==> src/common/bb_port_pkg.sv <==
// package: register map, field positions, timing and types for the serial data ports
package bb_port_pkg;
	// ----------------------------------------------------------------
	// register byte addresses
	// ----------------------------------------------------------------
	localparam logic [7:0] ADDR_IO_POLARITY = 8'h04;
	localparam logic [7:0] ADDR_ANTENNA_CTRL = 8'h14;
	localparam logic [7:0] ADDR_PREAMBLE_LEN = 8'h18;
	localparam logic [7:0] ADDR_SIG_SHADOW_LOW = 8'h40;
	localparam logic [7:0] ADDR_SIG_SHADOW_HIGH = 8'h44;
	localparam logic [7:0] ADDR_SIG_CCK_LOW = 8'h48;
	localparam logic [7:0] ADDR_SIG_CCK_HIGH = 8'h4C;
	localparam logic [7:0] ADDR_TX_SIGNAL = 8'h50;
	localparam logic [7:0] ADDR_TX_SERVICE = 8'h54;
	localparam logic [7:0] ADDR_TX_LEN_HIGH = 8'h58;
	localparam logic [7:0] ADDR_TX_LEN_LOW = 8'h5C;
	localparam logic [7:0] ADDR_RX_STATUS = 8'h60;
	localparam logic [7:0] ADDR_RX_SERVICE = 8'h64;
	localparam logic [7:0] ADDR_RX_LEN_HIGH = 8'h68;
	localparam logic [7:0] ADDR_RX_LEN_LOW = 8'h6C;
	localparam logic [7:0] ADDR_RX_CTRL = 8'h7C;
	// ----------------------------------------------------------------
	// field positions
	// ----------------------------------------------------------------
	localparam int POL_TX_CLK_BIT = 0;
	localparam int POL_TX_ENV_BIT = 1;
	localparam int POL_TX_RDY_BIT = 2;
	localparam int POL_RX_RDY_BIT = 6;
	localparam int POL_RX_CLK_BIT = 7;
	localparam int ANT_BANK_BIT = 7;
	localparam int RXC_VALID_AFTER_CRC_BIT = 0;
	// ----------------------------------------------------------------
	// reset values and frame constants
	// ----------------------------------------------------------------
	localparam logic [7:0] RST_IO_POLARITY = 8'hFF;
	localparam logic [7:0] RST_PREAMBLE_LEN = 8'h80;
	localparam logic [7:0] RST_ZERO = 8'h00;
	localparam logic [15:0] SFD_WORD = 16'hF3A0;
	localparam logic [15:0] CRC_INIT = 16'hFFFF;
	localparam logic [15:0] CRC_POLY = 16'h1021;
	// ----------------------------------------------------------------
	// timing
	// ----------------------------------------------------------------
	localparam int CLK_MHZ = 100;
	localparam real FLUSH_US = 2.0;
	localparam real RESTART_GAP_US = 2.22;
	localparam real MOD_RESET_GAP_US = 4.22;
	localparam int FLUSH_CYC = int'($floor(FLUSH_US * CLK_MHZ));
	localparam int RESTART_CYC = int'($ceil(RESTART_GAP_US * CLK_MHZ));
	localparam int SAMPLE_MHZ = 22;
	localparam int RX_CLK_HI_CYC = 4;
	// ----------------------------------------------------------------
	// types
	// ----------------------------------------------------------------
	typedef enum logic [2:0] {
		TX_IDLE = 3'h0, TX_PRE = 3'h1, TX_HDR = 3'h3, TX_PAY = 3'h2, TX_FLUSH = 3'h6
	} tx_state_t;
	typedef enum logic [1:0] {
		RX_HUNT = 2'h0, RX_HDR = 2'h1, RX_CRC = 2'h3, RX_PAY = 2'h2
	} rx_state_t;
	typedef struct packed {
		logic [15:0] length;
		logic [7:0] service;
		logic [7:0] signal;
	} hdr_fields_t;

	// header check sequence over the fields, lsb of each byte first
	function automatic logic [15:0] crc_step(input logic [15:0] crc, input logic bit_in);
		logic fb;
		fb = crc[15] ^ bit_in;
		crc_step = {crc[14:0], 1'b0} ^ (fb ? CRC_POLY : 16'h0000);
	endfunction
endpackage

==> src/core/bb_serial_ports.sv <==
// serial transmit and receive data ports with register access
//
// Our own choices: the address-and-strobe port and the register offsets.
`timescale 1ns/100ps
module bb_serial_ports #(
	parameter int TX_BIT_CYC = 100
) (
	// clock and reset
	input wire logic MCLK,
	input wire logic RESET_N,
	// register port
	input wire logic [7:0] REG_ADDR,
	input wire logic [7:0] REG_WDATA,
	input wire logic REG_WR,
	input wire logic REG_RD,
	output logic [7:0] REG_RDATA,
	// transmit pins
	input wire logic TX_ENVELOPE,
	input wire logic TX_DATA,
	output logic TX_BIT_CLOCK,
	output logic TX_READY,
	// modulator side
	output logic TX_MOD_BIT,
	output logic TX_MOD_ACTIVE,
	// demodulator side
	input wire logic RX_DEMOD_BIT,
	input wire logic RX_DEMOD_STROBE,
	output logic IQ_SAMPLE_STROBE,
	// receive pins
	input wire logic RX_ENABLE_IN,
	output logic RX_DATA,
	output logic RX_BIT_CLOCK,
	output logic FRAME_VALID_OUT
);
	// the 12-bit tick counter and the half-bit clock need at least 4 and at most 4095
	if (TX_BIT_CYC < 4 || TX_BIT_CYC > 4095) begin : g_bad_bit_cyc
		$error("TX_BIT_CYC out of range");
	end

	// ----------------------------------------------------------------
	// pin synchronisers
	// ----------------------------------------------------------------
	logic [1:0] env_sync_ff, txd_sync_ff, rxen_sync_ff;
	// first stages feed only the second stages
	always_ff @(posedge MCLK or negedge RESET_N) begin
		if (!RESET_N) begin
			env_sync_ff <= 2'h0;
			txd_sync_ff <= 2'h0;
			rxen_sync_ff <= 2'h0;
		end else begin
			env_sync_ff <= {env_sync_ff[0], TX_ENVELOPE};
			txd_sync_ff <= {txd_sync_ff[0], TX_DATA};
			rxen_sync_ff <= {rxen_sync_ff[0], RX_ENABLE_IN};
		end
	end

	// ----------------------------------------------------------------
	// registers
	// ----------------------------------------------------------------
	logic [7:0] pol_ff, ant_ff, pre_len_ff, rxc_ff, rdata_ff;
	logic [7:0] sig_ff [0:5]; // shadow low/high bank 0, cck low/high, shadow low/high bank 1
	bb_port_pkg::hdr_fields_t txh_ff, rxh_ff;
	logic hdr_err_ff, tx_busy_ff, valid_ff;
	logic [7:0] nxt_rdata;
	logic bank;
	assign bank = ant_ff[bb_port_pkg::ANT_BANK_BIT];

	// read mux, answered one cycle after the strobe
	always_comb begin
		nxt_rdata = 8'h00;
		if (REG_RD) begin
			unique case (REG_ADDR)
				bb_port_pkg::ADDR_IO_POLARITY: nxt_rdata = pol_ff;
				bb_port_pkg::ADDR_ANTENNA_CTRL: nxt_rdata = ant_ff;
				bb_port_pkg::ADDR_PREAMBLE_LEN: nxt_rdata = pre_len_ff;
				bb_port_pkg::ADDR_SIG_SHADOW_LOW: nxt_rdata = bank ? sig_ff[4] : sig_ff[0];
				bb_port_pkg::ADDR_SIG_SHADOW_HIGH: nxt_rdata = bank ? sig_ff[5] : sig_ff[1];
				bb_port_pkg::ADDR_SIG_CCK_LOW: nxt_rdata = sig_ff[2];
				bb_port_pkg::ADDR_SIG_CCK_HIGH: nxt_rdata = sig_ff[3];
				bb_port_pkg::ADDR_TX_SIGNAL: nxt_rdata = txh_ff.signal;
				bb_port_pkg::ADDR_TX_SERVICE: nxt_rdata = txh_ff.service;
				bb_port_pkg::ADDR_TX_LEN_HIGH: nxt_rdata = txh_ff.length[15:8];
				bb_port_pkg::ADDR_TX_LEN_LOW: nxt_rdata = txh_ff.length[7:0];
				bb_port_pkg::ADDR_RX_STATUS: nxt_rdata = {5'h00, tx_busy_ff, valid_ff, hdr_err_ff};
				bb_port_pkg::ADDR_RX_SERVICE: nxt_rdata = rxh_ff.service;
				bb_port_pkg::ADDR_RX_LEN_HIGH: nxt_rdata = rxh_ff.length[15:8];
				bb_port_pkg::ADDR_RX_LEN_LOW: nxt_rdata = rxh_ff.length[7:0];
				bb_port_pkg::ADDR_RX_CTRL: nxt_rdata = rxc_ff;
				default: nxt_rdata = 8'h00; // unmapped reads as zero
			endcase
		end
	end

	// writes; the shadowed pair lands in the bank picked by antenna bit 7
	always_ff @(posedge MCLK or negedge RESET_N) begin
		if (!RESET_N) begin
			pol_ff <= bb_port_pkg::RST_IO_POLARITY;
			ant_ff <= bb_port_pkg::RST_ZERO;
			pre_len_ff <= bb_port_pkg::RST_PREAMBLE_LEN;
			rxc_ff <= bb_port_pkg::RST_ZERO;
			txh_ff <= '0;
			for (int i = 0; i < 6; i++) sig_ff[i] <= bb_port_pkg::RST_ZERO;
			rdata_ff <= 8'h00;
		end else begin
			rdata_ff <= nxt_rdata;
			if (REG_WR) begin
				unique case (REG_ADDR)
					bb_port_pkg::ADDR_IO_POLARITY: pol_ff <= REG_WDATA;
					bb_port_pkg::ADDR_ANTENNA_CTRL: ant_ff <= REG_WDATA;
					bb_port_pkg::ADDR_PREAMBLE_LEN: pre_len_ff <= REG_WDATA;
					bb_port_pkg::ADDR_SIG_SHADOW_LOW: sig_ff[bank ? 4 : 0] <= REG_WDATA;
					bb_port_pkg::ADDR_SIG_SHADOW_HIGH: sig_ff[bank ? 5 : 1] <= REG_WDATA;
					bb_port_pkg::ADDR_SIG_CCK_LOW: sig_ff[2] <= REG_WDATA;
					bb_port_pkg::ADDR_SIG_CCK_HIGH: sig_ff[3] <= REG_WDATA;
					bb_port_pkg::ADDR_TX_SIGNAL: txh_ff.signal <= REG_WDATA;
					bb_port_pkg::ADDR_TX_SERVICE: txh_ff.service <= REG_WDATA;
					bb_port_pkg::ADDR_TX_LEN_HIGH: txh_ff.length[15:8] <= REG_WDATA;
					bb_port_pkg::ADDR_TX_LEN_LOW: txh_ff.length[7:0] <= REG_WDATA;
					bb_port_pkg::ADDR_RX_CTRL: rxc_ff <= REG_WDATA;
					default: ;
				endcase
			end
		end
	end
	assign REG_RDATA = rdata_ff;

	// ----------------------------------------------------------------
	// transmit framer (shares nothing with the receiver)
	// ----------------------------------------------------------------
	bb_port_pkg::tx_state_t tx_st_ff, nxt_tx_st;
	logic [11:0] tx_tick_ff, nxt_tx_tick;
	logic [10:0] tx_cnt_ff, nxt_tx_cnt;
	logic [63:0] tx_sh_ff, nxt_tx_sh;
	logic tx_clk_ff, nxt_tx_clk, tx_rdy_ff, nxt_tx_rdy, mod_bit_ff, nxt_mod_bit;
	logic mod_act_ff, nxt_mod_act, tx_clk_on_ff, nxt_tx_clk_on;
	logic env_act, bit_end;
	logic [15:0] tx_crc;
	// polarity stripped from the envelope; 1 = active
	assign env_act = env_sync_ff[1] ~^ pol_ff[bb_port_pkg::POL_TX_ENV_BIT];
	assign bit_end = (tx_tick_ff == 12'(TX_BIT_CYC - 1));

	// header check word, inverted as sent
	always_comb begin
		tx_crc = bb_port_pkg::CRC_INIT;
		for (int i = 0; i < 32; i++) tx_crc = bb_port_pkg::crc_step(tx_crc, txh_ff[i]);
		tx_crc = ~tx_crc;
	end

	always_comb begin
		nxt_tx_st = tx_st_ff;
		nxt_tx_tick = bit_end ? 12'h000 : tx_tick_ff + 12'h001;
		nxt_tx_cnt = tx_cnt_ff;
		nxt_tx_sh = tx_sh_ff;
		nxt_tx_rdy = tx_rdy_ff;
		nxt_mod_bit = mod_bit_ff;
		nxt_mod_act = mod_act_ff;
		nxt_tx_clk_on = tx_clk_on_ff;
		unique case (tx_st_ff)
			bb_port_pkg::TX_IDLE: begin
				nxt_tx_tick = 12'h000;
				nxt_mod_act = 1'b0;
				// count envelope-low time; short gaps do not restart the frame
				if (!env_act && tx_cnt_ff < 11'(bb_port_pkg::RESTART_CYC))
					nxt_tx_cnt = tx_cnt_ff + 11'h001;
				if (env_act && tx_cnt_ff >= 11'(bb_port_pkg::RESTART_CYC)) begin
					nxt_tx_st = bb_port_pkg::TX_PRE;
					nxt_tx_cnt = {pre_len_ff, 3'h0};
					nxt_mod_act = 1'b1;
					nxt_mod_bit = 1'b1;
				end
			end
			bb_port_pkg::TX_PRE: if (bit_end) begin
				nxt_mod_bit = 1'b1;
				nxt_tx_cnt = tx_cnt_ff - 11'h001;
				if (tx_cnt_ff == 11'h001) begin
					nxt_tx_st = bb_port_pkg::TX_HDR;
					// first header bit leaves with the state change, so the last one
					// lines up with the first bit clock rise
					nxt_mod_bit = bb_port_pkg::SFD_WORD[0];
					nxt_tx_sh = {1'b0, tx_crc, txh_ff, bb_port_pkg::SFD_WORD[15:1]};
					nxt_tx_cnt = 11'd64;
					nxt_tx_rdy = 1'b1;
				end
			end
			bb_port_pkg::TX_HDR: if (bit_end) begin
				// the rise that ends the header takes the first payload bit
				nxt_mod_bit = (tx_cnt_ff == 11'h001) ? txd_sync_ff[1] : tx_sh_ff[0];
				nxt_tx_sh = {1'b0, tx_sh_ff[63:1]};
				nxt_tx_cnt = tx_cnt_ff - 11'h001;
				if (tx_cnt_ff == 11'h002) nxt_tx_clk_on = 1'b1;
				if (tx_cnt_ff == 11'h001) nxt_tx_st = bb_port_pkg::TX_PAY;
			end
			bb_port_pkg::TX_PAY: begin
				if (!env_act) begin
					nxt_tx_st = bb_port_pkg::TX_FLUSH;
					nxt_tx_clk_on = 1'b0;
					nxt_tx_rdy = 1'b0;
					nxt_tx_cnt = 11'(bb_port_pkg::FLUSH_CYC);
				end else if (bit_end) begin
					nxt_mod_bit = txd_sync_ff[1];
				end
			end
			bb_port_pkg::TX_FLUSH: begin
				nxt_tx_cnt = tx_cnt_ff - 11'h001;
				nxt_mod_bit = 1'b0;
				if (tx_cnt_ff == 11'h001) begin
					nxt_tx_st = bb_port_pkg::TX_IDLE;
					nxt_tx_cnt = 11'h000;
				end
			end
			default: nxt_tx_st = bb_port_pkg::TX_IDLE;
		endcase
		// rising edge at bit start, high for first half of the bit
		nxt_tx_clk = (nxt_tx_clk_on && nxt_tx_tick < 12'(TX_BIT_CYC / 2))
			^ ~pol_ff[bb_port_pkg::POL_TX_CLK_BIT];
	end

	always_ff @(posedge MCLK or negedge RESET_N) begin
		if (!RESET_N) begin
			tx_st_ff <= bb_port_pkg::TX_IDLE;
			tx_tick_ff <= 12'h000;
			tx_cnt_ff <= 11'h000;
			tx_sh_ff <= 64'h0;
			tx_clk_ff <= 1'b0;
			tx_clk_on_ff <= 1'b0;
			tx_rdy_ff <= 1'b0;
			mod_bit_ff <= 1'b0;
			mod_act_ff <= 1'b0;
			TX_READY <= 1'b0;
		end else begin
			tx_st_ff <= nxt_tx_st;
			tx_tick_ff <= nxt_tx_tick;
			tx_cnt_ff <= nxt_tx_cnt;
			tx_sh_ff <= nxt_tx_sh;
			tx_clk_ff <= nxt_tx_clk;
			tx_clk_on_ff <= nxt_tx_clk_on;
			tx_rdy_ff <= nxt_tx_rdy;
			mod_bit_ff <= nxt_mod_bit;
			mod_act_ff <= nxt_mod_act;
			TX_READY <= nxt_tx_rdy ^ ~pol_ff[bb_port_pkg::POL_TX_RDY_BIT];
		end
	end
	assign TX_BIT_CLOCK = tx_clk_ff;
	assign TX_MOD_BIT = mod_bit_ff;
	assign TX_MOD_ACTIVE = mod_act_ff;
	assign tx_busy_ff = mod_act_ff;

	// ----------------------------------------------------------------
	// sample strobe, 22 of every 100 clocks
	// ----------------------------------------------------------------
	logic [6:0] ph_ff, nxt_ph;
	logic samp_ff, nxt_samp;
	always_comb begin
		nxt_ph = ph_ff + 7'(bb_port_pkg::SAMPLE_MHZ);
		nxt_samp = 1'b0;
		if (nxt_ph >= 7'(bb_port_pkg::CLK_MHZ)) begin
			nxt_ph = nxt_ph - 7'(bb_port_pkg::CLK_MHZ);
			nxt_samp = rxen_sync_ff[1];
		end
	end
	always_ff @(posedge MCLK or negedge RESET_N) begin
		if (!RESET_N) begin
			ph_ff <= 7'h00;
			samp_ff <= 1'b0;
		end else begin
			ph_ff <= nxt_ph;
			samp_ff <= nxt_samp;
		end
	end
	assign IQ_SAMPLE_STROBE = samp_ff;

	// ----------------------------------------------------------------
	// receive deframer
	// ----------------------------------------------------------------
	bb_port_pkg::rx_state_t rx_st_ff, nxt_rx_st;
	logic [31:0] rx_sh_ff, nxt_rx_sh;
	logic [15:0] rx_crc_ff, nxt_rx_crc;
	logic [5:0] rx_cnt_ff, nxt_rx_cnt;
	logic [2:0] rck_ff, nxt_rck;
	logic rxd_ff, nxt_rxd, nxt_valid, nxt_hdr_err, sig_ok, after_crc, en;
	bb_port_pkg::hdr_fields_t nxt_rxh;
	assign en = rxen_sync_ff[1];
	assign after_crc = rxc_ff[bb_port_pkg::RXC_VALID_AFTER_CRC_BIT];
	// held signal field must match a bank 0 shadow or cck value (sig_ff[0] to [3]); the shifter moves on during crc
	assign sig_ok = (rxh_ff.signal == sig_ff[0]) || (rxh_ff.signal == sig_ff[1])
		|| (rxh_ff.signal == sig_ff[2]) || (rxh_ff.signal == sig_ff[3]);

	always_comb begin
		nxt_rx_st = rx_st_ff;
		nxt_rx_sh = rx_sh_ff;
		nxt_rx_crc = rx_crc_ff;
		nxt_rx_cnt = rx_cnt_ff;
		nxt_rxd = rxd_ff;
		nxt_valid = valid_ff;
		nxt_hdr_err = hdr_err_ff;
		nxt_rxh = rxh_ff;
		nxt_rck = (rck_ff != 3'h0) ? rck_ff - 3'h1 : 3'h0;
		if (!en) begin
			nxt_rx_st = bb_port_pkg::RX_HUNT;
			nxt_valid = 1'b0;
			nxt_rck = 3'h0;
			nxt_rx_sh = 32'h0;
		end else if (RX_DEMOD_STROBE) begin
			nxt_rx_sh = {RX_DEMOD_BIT, rx_sh_ff[31:1]}; // lsb arrives first
			unique case (rx_st_ff)
				bb_port_pkg::RX_HUNT: if (nxt_rx_sh[31:16] == bb_port_pkg::SFD_WORD) begin
					nxt_rx_st = bb_port_pkg::RX_HDR;
					nxt_rx_cnt = 6'd32;
					nxt_rx_crc = bb_port_pkg::CRC_INIT;
					nxt_hdr_err = 1'b0;
					nxt_valid = !after_crc;
				end
				bb_port_pkg::RX_HDR: begin
					nxt_rxd = RX_DEMOD_BIT;
					nxt_rck = 3'(bb_port_pkg::RX_CLK_HI_CYC);
					nxt_rx_crc = bb_port_pkg::crc_step(rx_crc_ff, RX_DEMOD_BIT);
					nxt_rx_cnt = rx_cnt_ff - 6'h01;
					if (rx_cnt_ff == 6'h01) begin
						nxt_rx_st = bb_port_pkg::RX_CRC;
						nxt_rx_cnt = 6'd16;
						nxt_rxh = nxt_rx_sh;
					end
				end
				bb_port_pkg::RX_CRC: begin // no clock here
					nxt_rx_cnt = rx_cnt_ff - 6'h01;
					if (rx_cnt_ff == 6'h01) begin
						if ((nxt_rx_sh[31:16] != ~rx_crc_ff) || !sig_ok) begin
							nxt_rx_st = bb_port_pkg::RX_HUNT;
							nxt_hdr_err = 1'b1;
							nxt_valid = 1'b0;
						end else begin
							nxt_rx_st = bb_port_pkg::RX_PAY;
							nxt_valid = 1'b1;
						end
					end
				end
				bb_port_pkg::RX_PAY: begin
					nxt_rxd = RX_DEMOD_BIT;
					nxt_rck = 3'(bb_port_pkg::RX_CLK_HI_CYC);
				end
			endcase
		end
	end

	always_ff @(posedge MCLK or negedge RESET_N) begin
		if (!RESET_N) begin
			rx_st_ff <= bb_port_pkg::RX_HUNT;
			rx_sh_ff <= 32'h0;
			rx_crc_ff <= bb_port_pkg::CRC_INIT;
			rx_cnt_ff <= 6'h00;
			rck_ff <= 3'h0;
			rxd_ff <= 1'b0;
			valid_ff <= 1'b0;
			hdr_err_ff <= 1'b0;
			rxh_ff <= '0;
			RX_BIT_CLOCK <= 1'b0;
			FRAME_VALID_OUT <= 1'b0;
		end else begin
			rx_st_ff <= nxt_rx_st;
			rx_sh_ff <= nxt_rx_sh;
			rx_crc_ff <= nxt_rx_crc;
			rx_cnt_ff <= nxt_rx_cnt;
			rck_ff <= nxt_rck;
			rxd_ff <= nxt_rxd;
			valid_ff <= nxt_valid;
			hdr_err_ff <= nxt_hdr_err;
			rxh_ff <= nxt_rxh;
			// clock rises one cycle after its data bit settles
			RX_BIT_CLOCK <= (rck_ff != 3'h0) ^ ~pol_ff[bb_port_pkg::POL_RX_CLK_BIT];
			FRAME_VALID_OUT <= nxt_valid ^ ~pol_ff[bb_port_pkg::POL_RX_RDY_BIT];
		end
	end
	assign RX_DATA = rxd_ff;
endmodule

==> config.mk <==
export PLATFORM = sky130hd
export DESIGN_NAME = bb_serial_ports
export DESIGN_NICKNAME = d
export VERILOG_FILES = /design/src/common/bb_port_pkg.sv /design/src/core/bb_serial_ports.sv
export SDC_FILE = /design/constraint.sdc
export NUM_CORES = 1
export LEC_CHECK = 0
export ABC_AREA = 1
export BUFFER_PORTS_ARGS = -buffer_cell sky130_fd_sc_hd__buf_4
export CELL_PAD_IN_SITES_DETAIL_PLACEMENT = 1
export CELL_PAD_IN_SITES_GLOBAL_PLACEMENT = 1
export CORE_UTILIZATION = 44
export CTS_CLUSTER_DIAMETER = 80
export DETAILED_ROUTE_END_ITERATION = 16
export HOLD_SLACK_MARGIN = 0.15
export PLACE_DENSITY = 0.83
export SLEW_MARGIN = 20
export SYNTH_ARGS = -nofsm -noshare
export SYNTH_HDL_FRONTEND = slang
export SYNTH_SLANG_ARGS = --single-unit
==> constraint.sdc <==
create_clock -name MCLK -period 2.1 [get_ports MCLK]
set_input_delay 0.105 -clock MCLK [delete_from_list [all_inputs] [get_ports MCLK]]
set_output_delay 0.105 -clock MCLK [all_outputs]
set_load 0.02 [all_outputs]
# ---- Yosys cells after proc, flatten, opt, wreduce, memory -nomap -nowiden
# Index checks and enable logic that the tools add are counted.
dict set report totals {
  input_bits 25
  out_inout_bits 16
  ff_bits 326
}
dict set report op_classes {
  n_eq_ne 51
  magnitude_cmp 8
  bitwise_logic 78
  mux 118
  addsub 7
  reduce_logical 45
}
# cell n
set op_table {}
lappend op_table {{16-bit by 13-bit bitwise XOR with 16-bit output} 32}
lappend op_table {{13-bit 2-to-1 mux} 33}
lappend op_table {{64-bit 2-to-1 mux} 3}
lappend op_table {{64-bit one-hot mux with 2 select lines} 1}
lappend op_table {{8-bit one-hot mux with 16 select lines} 1}
lappend op_table {{8-bit by 7-bit == test with 1-bit output, second input constant} 13}
lappend op_table {{48-bit bitwise mux} 2}
lappend op_table {{16-bit one-hot mux with 2 select lines} 3}
lappend op_table {{11-bit 2-to-1 mux} 7}
lappend op_table {{32-bit by 4-bit greater-or-equal comparator with 1-bit output, second input constant} 2}
lappend op_table {{32-bit by 1-bit less-than comparator with 1-bit output, second input constant} 2}
lappend op_table {{32-bit 2-to-1 mux} 2}
lappend op_table {{3-bit inverter with 32-bit output} 2}
lappend op_table {{11-bit one-hot mux with 5 select lines} 1}
lappend op_table {{8-bit demux with 3-bit select} 2}
lappend op_table {{8-bit one-hot mux with 3 select lines} 2}
lappend op_table {{8-bit 2-to-1 mux} 5}
lappend op_table {{3-bit 2-to-1 mux} 13}
lappend op_table {{1-bit bitwise XOR} 36}
lappend op_table {{8-bit == test} 4}
lappend op_table {{16-bit inverter} 2}
lappend op_table {{2-bit inequality test, second input constant} 13}
lappend op_table {{12-bit 2-to-1 mux} 2}
lappend op_table {{1-bit 2-to-1 mux} 23}
lappend op_table {{53 further kinds} 101}

# ---- Depth between registers and ports, before layout
dict set report logic_depth {
  ltp_word 99
  depth_mapped 20
  ltp_nobuf 19
}

# ---- Least setup slack after synthesis
# No wires, ideal clock.
dict set report synth_path {
  kind {reg-to-reg}
  start {register txh_ff[1] (netlist bit)}
  end {register tx_sh_ff[61]}
  stages_incl_launch_ff 18
  t_arrival_ps 1771
  n_path_buf 1
  path_slack_ps 211
  period_less_slack_ps 1889
  cell_sequence {dfrtp_1 -> buf_6 -> nand2_1 -> nand2_2 -> nand2_1 -> nand3_1 -> nand2_1 -> nand2_1 -> nand2_2 -> nand2_2 -> nand2_2 -> nand2_2 -> nand2_2 -> nand2_1 -> nand2_1 -> nand3_1 -> nand3_1 -> nand2_1}
}
dict set report synth_between {
  elab_chain_cells 51
}
# element line_no
set synth_lines {}
lappend synth_lines {{start, declared} bb_serial_ports.sv:62} ;# bb_port_pkg::hdr_fields_t txh_ff, rxh_ff;
lappend synth_lines {{1-bit bitwise XOR *} bb_port_pkg.sv:70} ;# fb = crc[15] ^ bit_in;
lappend synth_lines {{13-bit 2-to-1 mux *} bb_port_pkg.sv:71} ;# crc_step = {crc[14:0], 1'b0} ^ (fb ? CRC_POLY : 16'h0000);
lappend synth_lines {{16-bit by 13-bit bitwise XOR with 16-bit output * (4 in series)} bb_port_pkg.sv:71}
lappend synth_lines {{1-bit bitwise XOR} bb_port_pkg.sv:70}
lappend synth_lines {{13-bit 2-to-1 mux} bb_port_pkg.sv:71}
lappend synth_lines {{16-bit by 13-bit bitwise XOR with 16-bit output * (4 in series)} bb_port_pkg.sv:71}
lappend synth_lines {{1-bit bitwise XOR} bb_port_pkg.sv:70}
lappend synth_lines {{13-bit 2-to-1 mux} bb_port_pkg.sv:71}
lappend synth_lines {{[24 not listed]} -}
lappend synth_lines {{16-bit by 13-bit bitwise XOR with 16-bit output * (4 in series)} bb_port_pkg.sv:71}
lappend synth_lines {{1-bit bitwise XOR} bb_port_pkg.sv:70}
lappend synth_lines {{13-bit 2-to-1 mux} bb_port_pkg.sv:71}
lappend synth_lines {{16-bit by 13-bit bitwise XOR with 16-bit output * (3 in series)} bb_port_pkg.sv:71}
lappend synth_lines {{16-bit inverter *} bb_serial_ports.sv:146} ;# tx_crc = ~tx_crc;
lappend synth_lines {{64-bit 2-to-1 mux *} bb_serial_ports.sv:175} ;# if (tx_cnt_ff == 11'h001) begin
lappend synth_lines {{64-bit 2-to-1 mux *} bb_serial_ports.sv:172} ;# bb_port_pkg::TX_PRE: if (bit_end) begin
lappend synth_lines {{64-bit one-hot mux with 2 select lines *} bb_serial_ports.sv:158} ;# unique case (tx_st_ff)
lappend synth_lines {{end signal, assigned} bb_serial_ports.sv:234} ;# tx_sh_ff <= nxt_tx_sh;
lappend synth_lines {{end, declared} bb_serial_ports.sv:133} ;# logic [63:0] tx_sh_ff, nxt_tx_sh;
# Every way passes the cells marked *; elsewhere a longest branch is shown, timed or not. The select of a mux whose other input is x is not followed.
# A chain may end at the register's enable or synchronous reset.

# ---- Worst setup path in the final report
dict set report layout_path {
  start {register txh_ff[0] (netlist bit)}
  end {register tx_sh_ff[55]}
}
dict set report layout_between {
  elab_chain_cells 51
  elab_cells_between_ends 59
  classes_between {mux: 15; bitwise: 44}
}
# element line_no
set layout_lines {}
lappend layout_lines {{13-bit 2-to-1 mux *} bb_port_pkg.sv:71}
lappend layout_lines {{12-bit inverter with 15-bit output (no line)} -}
lappend layout_lines {{16-bit by 13-bit bitwise XOR with 16-bit output * (3 in series)} bb_port_pkg.sv:71}
lappend layout_lines {{1-bit bitwise XOR} bb_port_pkg.sv:70}
lappend layout_lines {{13-bit 2-to-1 mux} bb_port_pkg.sv:71}
lappend layout_lines {{16-bit by 13-bit bitwise XOR with 16-bit output * (4 in series)} bb_port_pkg.sv:71}
lappend layout_lines {{1-bit bitwise XOR} bb_port_pkg.sv:70}
lappend layout_lines {{13-bit 2-to-1 mux} bb_port_pkg.sv:71}
lappend layout_lines {{[24 not listed]} -}
lappend layout_lines {{16-bit by 13-bit bitwise XOR with 16-bit output * (4 in series)} bb_port_pkg.sv:71}
lappend layout_lines {{1-bit bitwise XOR} bb_port_pkg.sv:70}
lappend layout_lines {{13-bit 2-to-1 mux} bb_port_pkg.sv:71}
lappend layout_lines {{16-bit by 13-bit bitwise XOR with 16-bit output * (4 in series)} bb_port_pkg.sv:71}
lappend layout_lines {{16-bit inverter *} bb_serial_ports.sv:146}
lappend layout_lines {{64-bit 2-to-1 mux *} bb_serial_ports.sv:175}
lappend layout_lines {{64-bit 2-to-1 mux *} bb_serial_ports.sv:172}
lappend layout_lines {{64-bit one-hot mux with 2 select lines *} bb_serial_ports.sv:158}
# Marks and branches as above.

==> results.sh <==
export IMPL_first_pass_iters=5
export IMPL_yosysMostFrequentCell="nand2_1"
export IMPL_drt_iter0_drc=1294
export IMPL_synthAdderAreaFrac_pct=1.196
export IMPL_insertion_delay_ns=0.57
export IMPL_die_w_um=197.0
export IMPL_slew_headroom_pct=51.26
export IMPL_dp_hpwl_um=40990
export IMPL_grt_pass1_vias=17160
export IMPL_numCtsBuffers=37
export IMPL_grt_max_degree=73
export IMPL_cts_tree="built"
export IMPL_cpMostUsedCell="nand2_1"
export IMPL_grt_remaining_overflow=0
export IMPL_syn_num_nets=2142
export IMPL_yosysTopAreaCellShare_pct=44.57
export IMPL_cp_slowest_cell="dfrtp_2"
export IMPL_synth_area_mm2=0.01673
export IMPL_die_area_mm2=0.03881
export IMPL_place_area_mm2=0.01867
export IMPL_crit_type="flop to flop"
export IMPL_setup_tns_final_ns=-5.163
export IMPL_gp_congestion=0.9773
export IMPL_fin_nets=2381
export IMPL_rows=71
export IMPL_num_vias=16870
export IMPL_totalWireLength_um=68050
export IMPL_power_density_mw_per_mm2=865.4
export IMPL_wl_per_cell_um=23.64
export IMPL_synth_simple_area_share_pct=23.17
export IMPL_htreeDepth=2
export IMPL_yosysWarnings=0
export IMPL_grt_use_total_pct=30.96
export IMPL_drtAntennaViolNets=0
export IMPL_syn_avg_cell_area_um2=7.964
export IMPL_tightest_slew_ns=0.7302
export IMPL_synthXorXnorAreaFrac_pct=3.507
export IMPL_cts_root_buf="clkbuf_16"
export IMPL_layout_setup_ws_ns=-0.3130
export IMPL_pwr_share_seq_pct=36.1
export IMPL_end_kind="flop"
export IMPL_syn_inst=2101
export IMPL_antenna_found_initial=0
export IMPL_violations="negative setup slack"
export IMPL_crit_chain="clkinv_4 > nand2_8 > nand2_1 > nand2_1 > nand2_1 > nand2_1 > nand2_2 > inv_2 > nand3_4 > nand2_4 > nand2_4 > nand2_4 > buf_12 > inv_6 > nand2_4 > nand2_4 > nand2_2 > nand3_2 > nand2_1 > nand2_1"
export IMPL_cts_sinks=323
export IMPL_min_period_over_period_pct=114.9
export IMPL_synth_top_family_by_area="simple AND/OR/NAND/NOR gates"
export IMPL_insertedDiodeCount=0
export IMPL_die_h_um=197.0
export IMPL_clk_pin_slew_ns=0.07
export IMPL_synthMuxAreaShare_pct=0.4262
export IMPL_leakage_uw=0.01033
export IMPL_cp_arrival_ns=2.86
export IMPL_period_minus_slack_ns=2.413
export IMPL_yosys_most_used_dff="dfrtp_1"
export IMPL_finalHoldViolCount=0
export IMPL_crit_fanout=8
export IMPL_yosysSeqAreaShare_pct=48.49
export IMPL_cts_buffer_depth=3
export IMPL_slowest_delay_ns=0.50
export IMPL_power_switching_uw=6235
export IMPL_drc=0
export IMPL_fin_skew_ns=0.02039
export IMPL_synth_largest_area_cell="dfrtp_1"
export IMPL_max_vdd_ir_drop_mv=0.6748
export IMPL_synth_compound_area_share_pct=15.19
export IMPL_start_util_pct=44.53
export IMPL_finish_instance_area_mm2=0.02183
export IMPL_ys_top_cells_by_count="553 x nand2_1, 298 x dfrtp_1, 272 x o21ai_0"
export IMPL_synth_edf_count=0
export IMPL_core_area_mm2=0.03758
export IMPL_crit_family="simple AND/OR/NAND/NOR gates"
export IMPL_synth_area_top_cells="dfrtp_1 45%, nand2_1 12%, o21ai_0 8.1%"
export IMPL_clockPowerShare_pct=37.6
export IMPL_worst_setup_path_start_kind="flop"
export IMPL_slew_violations=0
export IMPL_intPower_uw=12650
export IMPL_area_growth_pct=30.45
export IMPL_max_cap_viol_count=0
export IMPL_port_buffers=40
export IMPL_io_pins=41
export IMPL_drive_gt1_share_pct=27.25
export IMPL_fmax_mhz=414.4
export IMPL_synth_seq_cells=323
export IMPL_power_frac_comb_pct=26.4
export IMPL_crit_buf_inv=4
export IMPL_ys_types=56
export IMPL_async_flop_share_pct=100.0
export IMPL_worstPathRequired_ns=2.54
export IMPL_hold_path_class="primary input to flop"
export IMPL_setup_viol=46
export IMPL_switching_share_pct=33.01
export IMPL_status="finished with violations"
export IMPL_rsz0062_at_grt="true"
export IMPL_grt_pass1_wl_um=93610
export IMPL_avgViaCountPerCell=5.860
metal layers:
layer  vias up  track usage, %  wire length (um)
li1       7370               -                 -
met1      8554           36.74             25580
met2       626           54.42             34160
met3       315           4.757              3296
met4         0           15.50              5012
met5         -               0                 0
power groups by stage:
stage / Clock, uW / Combinational (uW) / Sequential [uW]
2_1_floorplan: 0 / 2190 / 6810
3_3_place_gp: 0 / 3320 / 6850
3_5_place_dp: 0 / 3490 / 6870
4_1_cts: 7100 / 3750 / 6770
5_1_grt: 7340 / 5320 / 6840
6_report: 7090 / 4980 / 6810
logic make-up (layout without fill, tap and decap cells):
group	count (synthesis)	after routing
xor+xnor	67	67
simple gates	900	900
flops	323	323
compound gates	445	445
mux	7	7
buf+inv	343	609
fa+ha+maj	16	16
state kept, by name, summed over array words and instances (netlist names), 11 cells and up:
name and count:
rx_crc_ff 16, sig_ff 48, tx_sh_ff 63, rx_sh_ff 31, rxh_ff 32, txh_ff 32, tx_cnt_ff 11, tx_tick_ff 12
cells in the final DEF (no fill, tap or decap), drive strengths merged, types with 22 or more instances in the layout:
| cell type | count |
|---|---|
| dfrtp | 298 |
| a21oi | 38 |
| o22ai | 55 |
| xnor2 | 31 |
| nand3 | 105 |
| nor2 | 129 |
| dfstp | 25 |
| xor2 | 36 |
| clkbuf | 54 |
| inv | 261 |
| nand2 | 589 |
| buf | 254 |
| nor3 | 22 |
| o21ai | 274 |
| nand4 | 25 |
metrics by stage:
step	setup slack, ns	hold WS, ns	util [%]	instances	power [uW]
CTS	-0.02425	0.1744	54.56	2838	17610
finish	-0.3130	0.2068	58.09	2878	18890
global route	-0.4107	0.2156	58.09	2878	19500
global placement	-0.06433	0.06391	49.68	2739	10170
floorplan	0.2113	-0.1906	-	2101	9005
detailed placement	-0.1787	0.06655	49.68	2739	10360
final timing paths:
| kind | startpoint | endpoint | slack (ns) | cells past startpoint |
|---|---|---|---|---|
| max in group asynchronous | RESET_N | tx_sh_ff[36] | 1.45 | 3 |
| hold / removal | TX_ENVELOPE | env_sync_ff[0] | 0.21 | 2 |
| setup reg to reg | txh_ff[0] | tx_sh_ff[55] | -0.31 | 20 |
| setup / recovery | txh_ff[0] | tx_sh_ff[55] | -0.31 | 20 |
| hold reg to reg | txd_sync_ff[0] | txd_sync_ff[1] | 0.36 | 0 |
| min in group asynchronous | RESET_N | pol_ff[4] | 0.22 | 2 |
layout make-up:
cell class,instances,area [um2]
fillers,4436,15750
multi-input cells,1435,8419
flip-flops and latches,323,8129
repair buffers,274,2306
clock buffers,52,1054
inverters,267,1030
well taps,511,639.4
clock inverters,14,235.2
repair inverters,2,15.01
repair_timing:
action                     4_1_cts  5_1_grt
resized for setup               62      276
pin swaps                       13       83
setup endpoints to repair       35      104
buffers inserted                13       36
hold endpoints to repair       363        0
cloned                           1        4
hold buffers                    19        0
Power figures use the tool's default switching activity.
